===== src/logic/ddt_pkg.sv =====
// package: register map, control field layout and types for the dual timer
package ddt_pkg;
   // ****************************************
   // register map, one aligned word each
   // ****************************************
   localparam logic [7:0] DDT_OFS_LOAD    = 8'h00;
   localparam logic [7:0] DDT_OFS_VALUE   = 8'h04;
   localparam logic [7:0] DDT_OFS_CTRL    = 8'h08;
   localparam logic [7:0] DDT_OFS_ICLR    = 8'h0C;
   localparam logic [7:0] DDT_OFS_RIS     = 8'h10;
   localparam logic [7:0] DDT_OFS_MIS     = 8'h14;
   localparam logic [7:0] DDT_OFS_BGLOAD  = 8'h18;
   localparam logic [7:0] DDT_OFS_T2_BASE = 8'h20;
   localparam int         DDT_SEL_BIT     = 5;
   // ****************************************
   // control field positions and reset values
   // ****************************************
   localparam int DDT_CB_RUN    = 7;
   localparam int DDT_CB_PER    = 6;
   localparam int DDT_CB_IEN    = 5;
   localparam int DDT_CB_DIV_HI = 3;
   localparam int DDT_CB_DIV_LO = 2;
   localparam int DDT_CB_WIDTH  = 1;
   localparam int DDT_CB_SINGLE = 0;
   localparam logic [7:0]  DDT_CTRL_RST  = 8'h20;
   localparam logic [31:0] DDT_LOAD_RST  = 32'h0000_0000;
   localparam logic [31:0] DDT_COUNT_RST = 32'hFFFF_FFFF;
   localparam logic [15:0] DDT_HALF_ONES = 16'hFFFF;
   localparam logic [15:0] DDT_HALF_ZERO = 16'h0000;
   // ****************************************
   // prescaler codes and terminal counts
   // ****************************************
   localparam logic [1:0] DDT_DIV1   = 2'h0;
   localparam logic [1:0] DDT_DIV16  = 2'h1;
   localparam logic [1:0] DDT_DIV256 = 2'h2;
   localparam logic [7:0] DDT_TC16   = 8'h0F;
   localparam logic [7:0] DDT_TC256  = 8'hFF;

   typedef struct packed {
      logic       run_enable;
      logic       periodic_select;
      logic       irq_mask_enable;
      logic [1:0] divider_select;
      logic       width_select;
      logic       single_run_select;
   } ddt_ctrl_s;

   typedef struct packed {
      logic        load_wr;
      logic        bgload_wr;
      logic        ctrl_wr;
      logic        iclr_wr;
      logic [31:0] wdata;
   } ddt_wr_s;

   typedef enum logic [1:0] {
      DDT_FREE   = 2'b00,
      DDT_PERIOD = 2'b01,
      DDT_SINGLE = 2'b11
   } ddt_mode_e;

   function automatic ddt_mode_e ddt_mode(input ddt_ctrl_s c);
      if (c.single_run_select)
         return DDT_SINGLE;
      else if (c.periodic_select)
         return DDT_PERIOD;
      else
         return DDT_FREE;
   endfunction
endpackage


===== src/logic/ddt_counter.sv =====
// one down counter with its control, reload and interrupt state
//
// The placing of the registers and register access over APB were left to the implementer.
`timescale 1ns/1ps
module ddt_counter
   import ddt_pkg::*;
(
   input  wire logic    clk,
   input  wire logic    rst_n,
   input  wire ddt_wr_s wr,
   output ddt_ctrl_s    ctrl,
   output logic [31:0]  count,
   output logic [31:0]  reload,
   output logic         raw_irq,
   output logic         irq
);
   ddt_ctrl_s   ctrl_q;
   logic [31:0] count_q;
   logic [31:0] reload_q;
   logic        load_pend_q;
   logic        halted_q;
   logic        raw_q;
   logic        tick;
   logic        at_zero;
   logic        zero_ev;
   ddt_mode_e   mode;

   ddt_prescale u_pre (
      .clk     (clk),
      .rst_n   (rst_n),
      .run     (ctrl_q.run_enable),
      .div_sel (ctrl_q.divider_select),
      .tick    (tick)
   );

   // field by field: the stored struct is narrower than the control word
   function automatic ddt_ctrl_s ctrl_decode(input logic [7:0] w);
      ddt_ctrl_s c;
      c.run_enable        = w[DDT_CB_RUN];
      c.periodic_select   = w[DDT_CB_PER];
      c.irq_mask_enable   = w[DDT_CB_IEN];
      c.divider_select    = w[DDT_CB_DIV_HI:DDT_CB_DIV_LO];
      c.width_select      = w[DDT_CB_WIDTH];
      c.single_run_select = w[DDT_CB_SINGLE];
      return c;
   endfunction

   assign mode = ddt_mode(ctrl_q);
   assign at_zero = ctrl_q.width_select ? (count_q == DDT_LOAD_RST)
                                        : (count_q[15:0] == DDT_HALF_ZERO);
   assign zero_ev = tick && !load_pend_q && !halted_q && at_zero;

   // ****************************************
   // control register
   // ****************************************
   always_ff @(posedge clk) begin
      if (!rst_n)
         ctrl_q <= ctrl_decode(DDT_CTRL_RST);
      else if (wr.ctrl_wr)
         ctrl_q <= ctrl_decode(wr.wdata[7:0]);
   end

   // ****************************************
   // reload value, last write of either port wins
   // ****************************************
   always_ff @(posedge clk) begin
      if (!rst_n)
         reload_q <= DDT_LOAD_RST;
      else if (wr.load_wr || wr.bgload_wr)
         reload_q <= wr.wdata;
   end

   // a direct load waits for the next count tick; a deferred one never does
   always_ff @(posedge clk) begin
      if (!rst_n)
         load_pend_q <= 1'b0;
      else if (wr.load_wr)
         load_pend_q <= 1'b1;
      else if (wr.bgload_wr)
         load_pend_q <= 1'b0;
      else if (tick)
         load_pend_q <= 1'b0;
   end

   always_ff @(posedge clk) begin
      if (!rst_n)
         halted_q <= 1'b0;
      else if (tick && load_pend_q)
         halted_q <= 1'b0;
      else if (zero_ev && mode == DDT_SINGLE)
         halted_q <= 1'b1;
   end

   // ****************************************
   // the count itself
   // ****************************************
   always_ff @(posedge clk) begin
      if (!rst_n)
         count_q <= DDT_COUNT_RST;
      else if (tick) begin
         if (load_pend_q)
            count_q <= reload_q;
         else if (halted_q)
            count_q <= count_q;
         else if (zero_ev) begin
            case (mode)
               DDT_PERIOD: count_q <= reload_q;
               DDT_SINGLE: count_q <= count_q;
               default: begin
                  if (ctrl_q.width_select)
                     count_q <= DDT_COUNT_RST;
                  else
                     count_q[15:0] <= DDT_HALF_ONES;
               end
            endcase
         end else if (ctrl_q.width_select)
            count_q <= count_q - 32'h0000_0001;
         else
            count_q[15:0] <= count_q[15:0] - 16'h0001;
      end
   end

   // ****************************************
   // interrupt, set beats a coinciding clear
   // ****************************************
   always_ff @(posedge clk) begin
      if (!rst_n)
         raw_q <= 1'b0;
      else if (zero_ev)
         raw_q <= 1'b1;
      else if (wr.iclr_wr)
         raw_q <= 1'b0;
   end

   assign ctrl    = ctrl_q;
   assign count   = count_q;
   assign reload  = reload_q;
   assign raw_irq = raw_q;
   assign irq     = raw_q && ctrl_q.irq_mask_enable;
endmodule // ddt_counter


===== src/logic/ddt_prescale.sv =====
// prescaler: divides the count clock by 1, 16 or 256 into a tick
`timescale 1ns/1ps
module ddt_prescale
   import ddt_pkg::*;
(
   input  wire logic       clk,
   input  wire logic       rst_n,
   input  wire logic       run,
   input  wire logic [1:0] div_sel,
   output logic            tick
);
   logic [7:0] cnt_q;
   logic [7:0] tc;

   always_comb begin
      case (div_sel)
         DDT_DIV16:  tc = DDT_TC16;
         DDT_DIV256: tc = DDT_TC256;
         default:    tc = 8'h00; // reserved code behaves as divide by 1
      endcase
   end

   always_ff @(posedge clk) begin
      if (!rst_n || !run || cnt_q >= tc)
         cnt_q <= 8'h00;
      else
         cnt_q <= cnt_q + 8'h01;
   end

   assign tick = run && (cnt_q >= tc);
endmodule // ddt_prescale


===== src/logic/ddt_top.sv =====
// top: APB slave and two down counters sharing one count clock
`timescale 1ns/1ps
module ddt_top
   import ddt_pkg::*;
(
   input  wire logic        CLK_SYS,
   input  wire logic        RESETN,
   input  wire logic        PSEL,
   input  wire logic        PENABLE,
   input  wire logic        PWRITE,
   input  wire logic [7:0]  PADDR,
   input  wire logic [31:0] PWDATA,
   output logic [31:0]      PRDATA,
   output logic             PREADY,
   output logic             PSLVERR,
   output logic             IRQ_ONE,
   output logic             IRQ_TWO
);
   // ****************************************
   // bus decode
   // ****************************************
   logic        access;
   logic [7:0]  ofs;
   logic        sel2;
   logic        mapped;
   ddt_wr_s     wr     [2];
   ddt_ctrl_s   ctrl   [2];
   logic [31:0] count  [2];
   logic [31:0] reload [2];
   logic [1:0]  raw;
   logic [1:0]  irq;
   logic [31:0] rd_d;
   logic [31:0] prdata_q;

   assign access = PSEL && PENABLE; // write takes effect in access phase
   assign sel2   = PADDR[DDT_SEL_BIT];
   assign ofs    = PADDR & ~DDT_OFS_T2_BASE;
   assign mapped = (PADDR[1:0] == 2'h0) && (ofs <= DDT_OFS_BGLOAD);

   // ****************************************
   // counters
   // ****************************************
   for (genvar i = 0; i < 2; i++) begin : g_cnt
      logic hit;
      assign hit = access && PWRITE && mapped && (sel2 == 1'(i));
      assign wr[i] = '{load_wr:   hit && ofs == DDT_OFS_LOAD,
                       bgload_wr: hit && ofs == DDT_OFS_BGLOAD,
                       ctrl_wr:   hit && ofs == DDT_OFS_CTRL,
                       iclr_wr:   hit && ofs == DDT_OFS_ICLR,
                       wdata:     PWDATA};
      ddt_counter u_cnt (
         .clk     (CLK_SYS),
         .rst_n   (RESETN),
         .wr      (wr[i]),
         .ctrl    (ctrl[i]),
         .count   (count[i]),
         .reload  (reload[i]),
         .raw_irq (raw[i]),
         .irq     (irq[i])
      );
   end

   // ****************************************
   // read mux, registered so data is stable in access phase
   // ****************************************
   always_comb begin
      logic i;
      i    = sel2;
      rd_d = 32'h0000_0000;
      if (mapped) begin
         case (ofs)
            DDT_OFS_LOAD,
            DDT_OFS_BGLOAD: rd_d = reload[i];
            DDT_OFS_VALUE:  rd_d = count[i];
            DDT_OFS_CTRL:   rd_d = {24'h00_0000, ctrl[i][6:4], 1'b0,
                                    ctrl[i][3:0]};
            DDT_OFS_RIS:    rd_d = {31'h0, raw[i]};
            DDT_OFS_MIS:    rd_d = {31'h0, irq[i]};
            default:        rd_d = 32'h0000_0000;
         endcase
      end
   end

   // setup-phase capture costs nothing: reads never have side effects
   always_ff @(posedge CLK_SYS) begin
      if (!RESETN)
         prdata_q <= 32'h0000_0000;
      else if (PSEL && !PENABLE && !PWRITE)
         prdata_q <= rd_d;
   end

   assign PRDATA  = prdata_q;
   assign PREADY  = 1'b1;
   assign PSLVERR = access && !mapped;
   assign IRQ_ONE = irq[0];
   assign IRQ_TWO = irq[1];
endmodule // ddt_top


===== config.mk =====
export PLATFORM = sky130hd
export DESIGN_NAME = ddt_top
export DESIGN_NICKNAME = d
export VERILOG_FILES = /design/src/logic/ddt_pkg.sv /design/src/logic/ddt_counter.sv /design/src/logic/ddt_prescale.sv /design/src/logic/ddt_top.sv
export SDC_FILE = /design/constraint.sdc
export NUM_CORES = 1
export LEC_CHECK = 0
export BUFFER_PORTS_ARGS = -buffer_cell sky130_fd_sc_hd__buf_2
export CAP_MARGIN = 20
export CORE_AREA = 8 8 176 178
export CTS_CLUSTER_SIZE = 20
export DETAILED_ROUTE_END_ITERATION = 10
export DIE_AREA = 0 0 184 186
export SYNTH_ARGS = -nofsm -noshare
export SYNTH_HDL_FRONTEND = slang
export SYNTH_SLANG_ARGS = --single-unit

===== constraint.sdc =====
create_clock -name CLK_SYS -period 3.3 [get_ports CLK_SYS]
set_input_delay 0.165 -clock CLK_SYS [delete_from_list [all_inputs] [get_ports CLK_SYS]]
set_output_delay 0.165 -clock CLK_SYS [all_outputs]
set_load 0.01 [all_outputs]

# Word-level counts from Yosys, hierarchy flattened
# Cells that the tools add are included.
[totals]
reg_bits = 196
input_bits = 45
elab_cells = 174
[classes]
addsub = 6
magnitude_cmp = 5
n_eq_ne = 18
mux = 47
n_bitwise = 3
n_reduce_logical = 68
[ops]
columns = ["cell", "n"]
rows = [
  ["$mux 32", 13],
  ["$pmux 32 s5", 1],
  ["$pmux 32 s2", 2],
  ["$mux 16", 6],
  ["$logic_not 32->1", 2],
  ["$sub 32x1->32 const B", 2],
  ["$logic_not 16->1", 2],
  ["$pmux 8 s2", 2],
  ["$sub 16x1->16 const B", 2],
  ["$logic_and 1x1->1", 31],
  ["$eq 7x5->1 const B", 3],
  ["$mux 7", 3],
  ["$mux 1", 18],
  ["$reduce_bool 3->1", 6],
  ["$add 8x1->8 const B", 2],
  ["$ge 8x8->1", 2],
  ["$eq 7x4->1 const B", 2],
  ["$logic_not 1->1", 10],
  ["$reduce_and 5->1", 2],
  ["$eq 2x1->1 const B", 4],
  ["$eq 2x2->1 const B", 4],
  ["$le 8x5->1 const B", 1],
  ["$logic_not 8->1", 1],
  ["$eq 7x3->1 const B", 1],
  ["other kinds (12)", 25],
]

# Longest topological paths before layout
[depth]
ltp_word = 10
mapped_depth = 13

# Modules after synthesis
# A second synthesis with hierarchy kept.
[unflattened]
cells_unflattened = 1266
area_unflattened_um2 = 10612.7
[by_module_without_submodules]
columns = ["mod", "instances", "cells_per_inst", "area_each_um2"]
rows = [
  ["ddt_counter", 2, 455, 3651.0],
  ["ddt_top", 1, 240, 2302.2],
  ["ddt_prescale", 2, 58, 504.2],
]

# Worst setup path after synthesis
# No wires, ideal clock.
[synth_path]
path_kind = "register -> register"
startpoint = "reg g_cnt[1].u_cnt.ctrl_q, in the netlist g_cnt[1].u_cnt.ctrl[2]"
endpoint = "reg g_cnt[1].u_cnt.count_q[28]"
arrival_time_ns = 2.921
t_required_ns = 3.155
setup_slack_ns = 0.234
stages_incl_launch_ff = 13
cell_sequence = "dfxtp_1 inv_1 ha_1 ha_1 and3_1 o21ai_0 a311o_1 a21o_1 clkbuf_1 or2_2 buf_2 nor3_1 a21oi_1"
[synth_via]
elab_chain_cells = 10
word_cells_on_any_way = 14
cone_classes = "1 x order compare; 3 x eq/ne; 4 x mux; 6 x reduce/logical"
[synth_lines]
columns = ["element", "line", "text"]
rows = [
  ["start, declared", "ddt_counter.sv:17", "ddt_ctrl_s ctrl_q;"],
  ["start signal, assigned", "ddt_counter.sv:58", "ctrl_q <= ctrl_decode(DDT_CTRL_RST);"],
  ["start signal, assigned", "ddt_counter.sv:60", "ctrl_q <= ctrl_decode(wr.wdata[7:0]);"],
  ["$eq 2x2->1 or $eq 2x1->1 (tied branches)", "ddt_prescale.sv:16", "case (div_sel)"],
  ["$pmux 8 s2 (*)", "ddt_prescale.sv:16", ""],
  ["$ge 8x8->1 (*)", "ddt_prescale.sv:30", "assign tick = run && (cnt_q >= tc);"],
  ["$logic_and 1x1->1 (*)", "ddt_prescale.sv:30", ""],
  ["$logic_and 1x1->1 (3 in series)", "ddt_counter.sv:51", "assign zero_ev = tick && !load_pend_q && !halted_q && at_zero;"],
  ["$mux 32", "ddt_counter.sv:105", "else if (zero_ev) begin"],
  ["$mux 32", "ddt_counter.sv:103", "else if (halted_q)"],
  ["$mux 32", "ddt_counter.sv:101", "if (load_pend_q)"],
  ["end signal, assigned", "ddt_counter.sv:102", "count_q <= reload_q;"],
  ["end signal, assigned", "ddt_counter.sv:104", "count_q <= count_q;"],
  ["end signal, assigned", "ddt_counter.sv:107", "DDT_PERIOD: count_q <= reload_q;"],
  ["end, declared", "ddt_counter.sv:18", "logic [31:0] count_q;"],
]
# Every way passes the cells marked *; elsewhere a longest branch is shown, timed or not. The select of a mux whose other input is x is not followed.
# A chain may end at the register's enable or synchronous reset.

# Worst setup path after layout
[layout_path]
startpoint = "reg g_cnt[0].u_cnt.ctrl_q, in the netlist g_cnt[0].u_cnt.ctrl[2]"
endpoint = "reg g_cnt[0].u_cnt.count_q[25]"
[layout_via]
elab_chain_cells = 10
word_cells_on_any_way = 14
cone_classes = "1 x order compare; 3 x eq/ne; 4 x mux; 6 x reduce/logical"
[layout_lines]
columns = ["element", "line"]
rows = [
  ["start, declared", "ddt_counter.sv:17"],
  ["start signal, assigned", "ddt_counter.sv:58"],
  ["start signal, assigned", "ddt_counter.sv:60"],
  ["$eq 2x2->1 or $eq 2x1->1 (tied branches)", "ddt_prescale.sv:16"],
  ["$pmux 8 s2 (*)", "ddt_prescale.sv:16"],
  ["$ge 8x8->1 (*)", "ddt_prescale.sv:30"],
  ["$logic_and 1x1->1 (*)", "ddt_prescale.sv:30"],
  ["$logic_and 1x1->1 (3 in series)", "ddt_counter.sv:51"],
  ["$mux 32", "ddt_counter.sv:105"],
  ["$mux 32", "ddt_counter.sv:103"],
  ["$mux 32", "ddt_counter.sv:101"],
  ["end signal, assigned", "ddt_counter.sv:102"],
  ["end signal, assigned", "ddt_counter.sv:104"],
  ["end signal, assigned", "ddt_counter.sv:107"],
  ["end, declared", "ddt_counter.sv:18"],
]
# Marked as above.

==> results.cfg <==
[status]
status = finished clean

[placement]
place_congestion = 0.851
hpwlAfterDp_mm = 23.8
dp_worst_setup_slack_ns = 0.0570
io_buffers = 79

[logic_synthesis]
syn_avg_cell_area_um2 = 8.08
synth-async-reset-ratio_pct = 0
synthCells = 1275
synth_enable_flop_cells = 0
synth_nets = 1342
synth_sequential_area_ratio_pct = 38.1
yosys_warnings = 0
synth_top_flop_cell = dfxtp_1
syn_area_mm2 = 0.0103
ys_ff_latch = 196
ys_types = 77

[cells_and_area]
multi_input_area_mm2 = 0.00583
area.sequential_mm2 = 0.00392
diodes = 0
syn2layout_area_growth_pct = 17.6
final_layout_size_suffix_gt1_share_pct = 14.1
nNetsFinal = 1426
nFillCells = 2918

[global_routing]
grt_antenna_before_repair = 2
grt_pass1_vias = 9634
grt_usage_pct = 20.0
grt_max_degree = 56
overflow = 0
grt_first_pass_wirelength_mm = 54.6

[timing]
fin_worst_skew_ns = 0.0104
fin_crit_sh_pct = 93.9
worst_slew_pin_slew_ns = 0.840
finalSetupViolations = 0
fmax_mhz = 323
worst_slack_ns = 0.202
relSlewSlack_pct = 43.5
hold_violations = 0
drv_slew = 0
period_needed_ns = 3.10
hold_ws_ns = 0.0207

[floorplanning]
fp.coreArea_mm2 = 0.0282
start_util_pct = 36.5
io_pins = 81
die_area_mm2 = 0.0342
fp.dieH_um = 186
die_w_um = 184
std_cell_rows = 62

[clock_network]
clock_path_buffers = 2
clkTransAtPathRegs_ns = 0.07
cts_sinks = 196
cts_root_buf = clkbuf_16
numCtsBuffers = 17
cts_max_level = 4
cts_tree = done
worst_skew_pair.late_latency_ns = 0.44

[job]
maxCapViolations = 0

[hold_path]
hold_path.class = in -> reg

[route]
route.detailed.drc = 0
viasPerCell = 5.70
drtAntennaViolNets = 0
dr.pass1.iters = 8
drt_iter0_drc = 896
wl_mm = 34.2
wire_per_inst_um = 19.5
vias = 10000

[power_and_ir_drop]
power.density_mw_per_mm2 = 382
leakage_nw = 4.51
ir_worst_vdd_uv = 310

[worst_setup_path]
cp_max_fo = 35
arrival_ns = 3.38
crit_required_ns = 3.58
cp-start-kind = flop
crit_type = reg -> reg
crit_path_end_kind = flop
==> Yosys cell counts (4+ instances only) <==
cell type,n,share of area (%)
nor4_1,23,1.4
a222oi_1,12,1.2
buf_1,4,0.15
o211ai_1,13,0.95
mux2i_1,65,6.3
nor2_1,84,3.1
a211oi_1,4,0.29
nor3_1,26,1.3
a32oi_1,18,1.5
or3_1,14,0.85
nor4b_1,4,0.34
xnor2_1,17,1.4
and3_1,11,0.67
ha_1,22,2.7
a22oi_1,43,3.1
clkbuf_1,73,2.7
nand3_1,33,1.6
nand2b_1,4,0.24
nor3b_1,4,0.29
inv_1,47,1.7
and2_1,13,0.79
xor2_1,13,1.1
nor2b_1,5,0.30
a21oi_1,102,5.0
nand4_1,8,0.49
o21ai_0,49,2.4
o21ai_1,4,0.19
o32ai_1,5,0.43
buf_2,9,0.44
o221ai_1,10,0.85
o22ai_1,62,3.8
or4_1,6,0.44
dfxtp_1,196,38
or2_2,8,0.49
o21a_1,6,0.44
nand2_1,194,7.1
==> sequential cells by signal, indices dropped and copies added (netlist names) <==
register	count
PRDATA	32
g_cnt.u_cnt.count	64
g_cnt.u_cnt.load_pend_q	2
g_cnt.u_cnt.reload	64
g_cnt.u_cnt.u_pre.cnt_q	16
g_cnt.u_cnt.halted_q	2
g_cnt.u_cnt.raw_irq	2
g_cnt.u_cnt.ctrl	14
==> through the flow <==
step / setup TNS [ns] / util, % / instance area, um2 / std cells / power (W)
floorplan: 0 / - / 10300 / 1275 / 0.00252
finish: 0 / 42.9 / 12100 / 1756 / 0.00463
detailed placement: 0 / 39.9 / 11300 / 1698 / 0.00259
global placement: 0 / 39.9 / 11300 / 1698 / 0.00259
global route: -0.0427 / 42.9 / 12100 / 1756 / 0.00477
CTS: 0 / 42.9 / 12100 / 1756 / 0.00466
==> placed cells by master (no fill, tap or decap), types with 5 or more instances in the layout <==
cell type,synthesis,layout
and3_1,11,11
a22oi_1,43,43
clkbuf_16,0,17
buf_12,0,6
xor2_1,13,13
a32oi_1,18,18
buf_4,2,47
or3_1,14,14
clkinv_2,0,6
inv_1,47,47
dlygate4sd3_1,0,26
o21ai_0,49,49
nor2b_1,5,5
o221ai_1,10,10
nand2_1,194,194
nand4_1,8,8
nand3_1,33,33
or2_2,8,8
and2_1,13,13
buf_2,9,78
o32ai_1,5,5
dfxtp_1,196,196
nor3_1,26,25
or4_1,6,6
a21oi_1,102,102
o21a_1,6,6
a222oi_1,12,12
xnor2_1,17,17
nor4_1,23,23
nor2_1,84,83
ha_1,22,22
o22ai_1,62,62
o211ai_1,13,13
mux2i_1,65,65
==> cell families (layout without fill, tap and decap cells) <==
group	count (synthesis)	after routing	share of synthesized area, %
AO/OA/AOI/OAI	367	367	24.0
XOR/XNOR	30	30	2.55
adder cells (fa/ha/maj)	22	22	2.67
buffers and inverters	140	237	5.61
flip-flops	196	196	38.1
multiplexers	66	66	6.42
other	1	1	0.0364
AND/OR/NAND/NOR	453	453	20.7
==> path summary, 6_finish.rpt <==
kind,startpoint,to,slack [ns],cells past startpoint
min,PWDATA[0],g_cnt[1].u_cnt.reload[0],0.02,3
min reg2reg,g_cnt[1].u_cnt.reload[15],g_cnt[1].u_cnt.reload[15],0.47,2
max,g_cnt[0].u_cnt.ctrl[2],g_cnt[0].u_cnt.count[25],0.20,13
max reg2reg,g_cnt[0].u_cnt.ctrl[2],g_cnt[0].u_cnt.count[25],0.20,13
==> critical path, cell delays in order, from the launching register on <==
cell	delay (ns)
dfxtp_1	0.36
inv_1	0.05
ha_1	0.34
inv_1	0.06
ha_1	0.26
nand2b_1	0.14
a2111oi_1	0.48
o31ai_2	0.17
buf_4	0.17
a41o_1	0.20
buf_12	0.18
or3_1	0.35
o21ai_0	0.08
a22oi_1	0.10
==> where the power goes <==
| group | internal (W) | switching, W |
|---|---|---|
| registers | 0.00237 | 0.00000496 |
| logic | 0.0000755 | 0.000116 |
| clock network | 0.00110 | 0.000960 |
==> metal layers <==
layer / GRT usage, % / share of wire (%) / routed length (um) / vias up
li1: - / - / - / 4817
met4: 6.52 / 2.4 / 808 / 4
met1: 26.4 / 44 / 15200 / 4758
met5: 0 / 0.076 / 26 / -
met2: 32.4 / 46 / 15700 / 374
met3: 3.86 / 7.2 / 2460 / 59
==> layout make-up <==
| type | count | share of cell area (%) |
|---|---|---|
| tap | 384 | 3.97 |
| timing repair buffer | 157 | 9.27 |
| clock buffer | 20 | 3.85 |
| multi-input combinational | 939 | 48.2 |
| sequential | 196 | 32.4 |
| clock inverter | 12 | 0.847 |
| inverter | 48 | 1.51 |
==> what timing repair did <==
action / 4_1_cts / 5_1_grt
gates resized for setup: 0 / 3
hold endpoints to repair: 51 / 0
endpoints found under the setup margin: 0 / 17
hold buffers: 26 / 0
buffers inserted: 0 / 0
No activity file was read; power rests on OpenSTA's default activity.
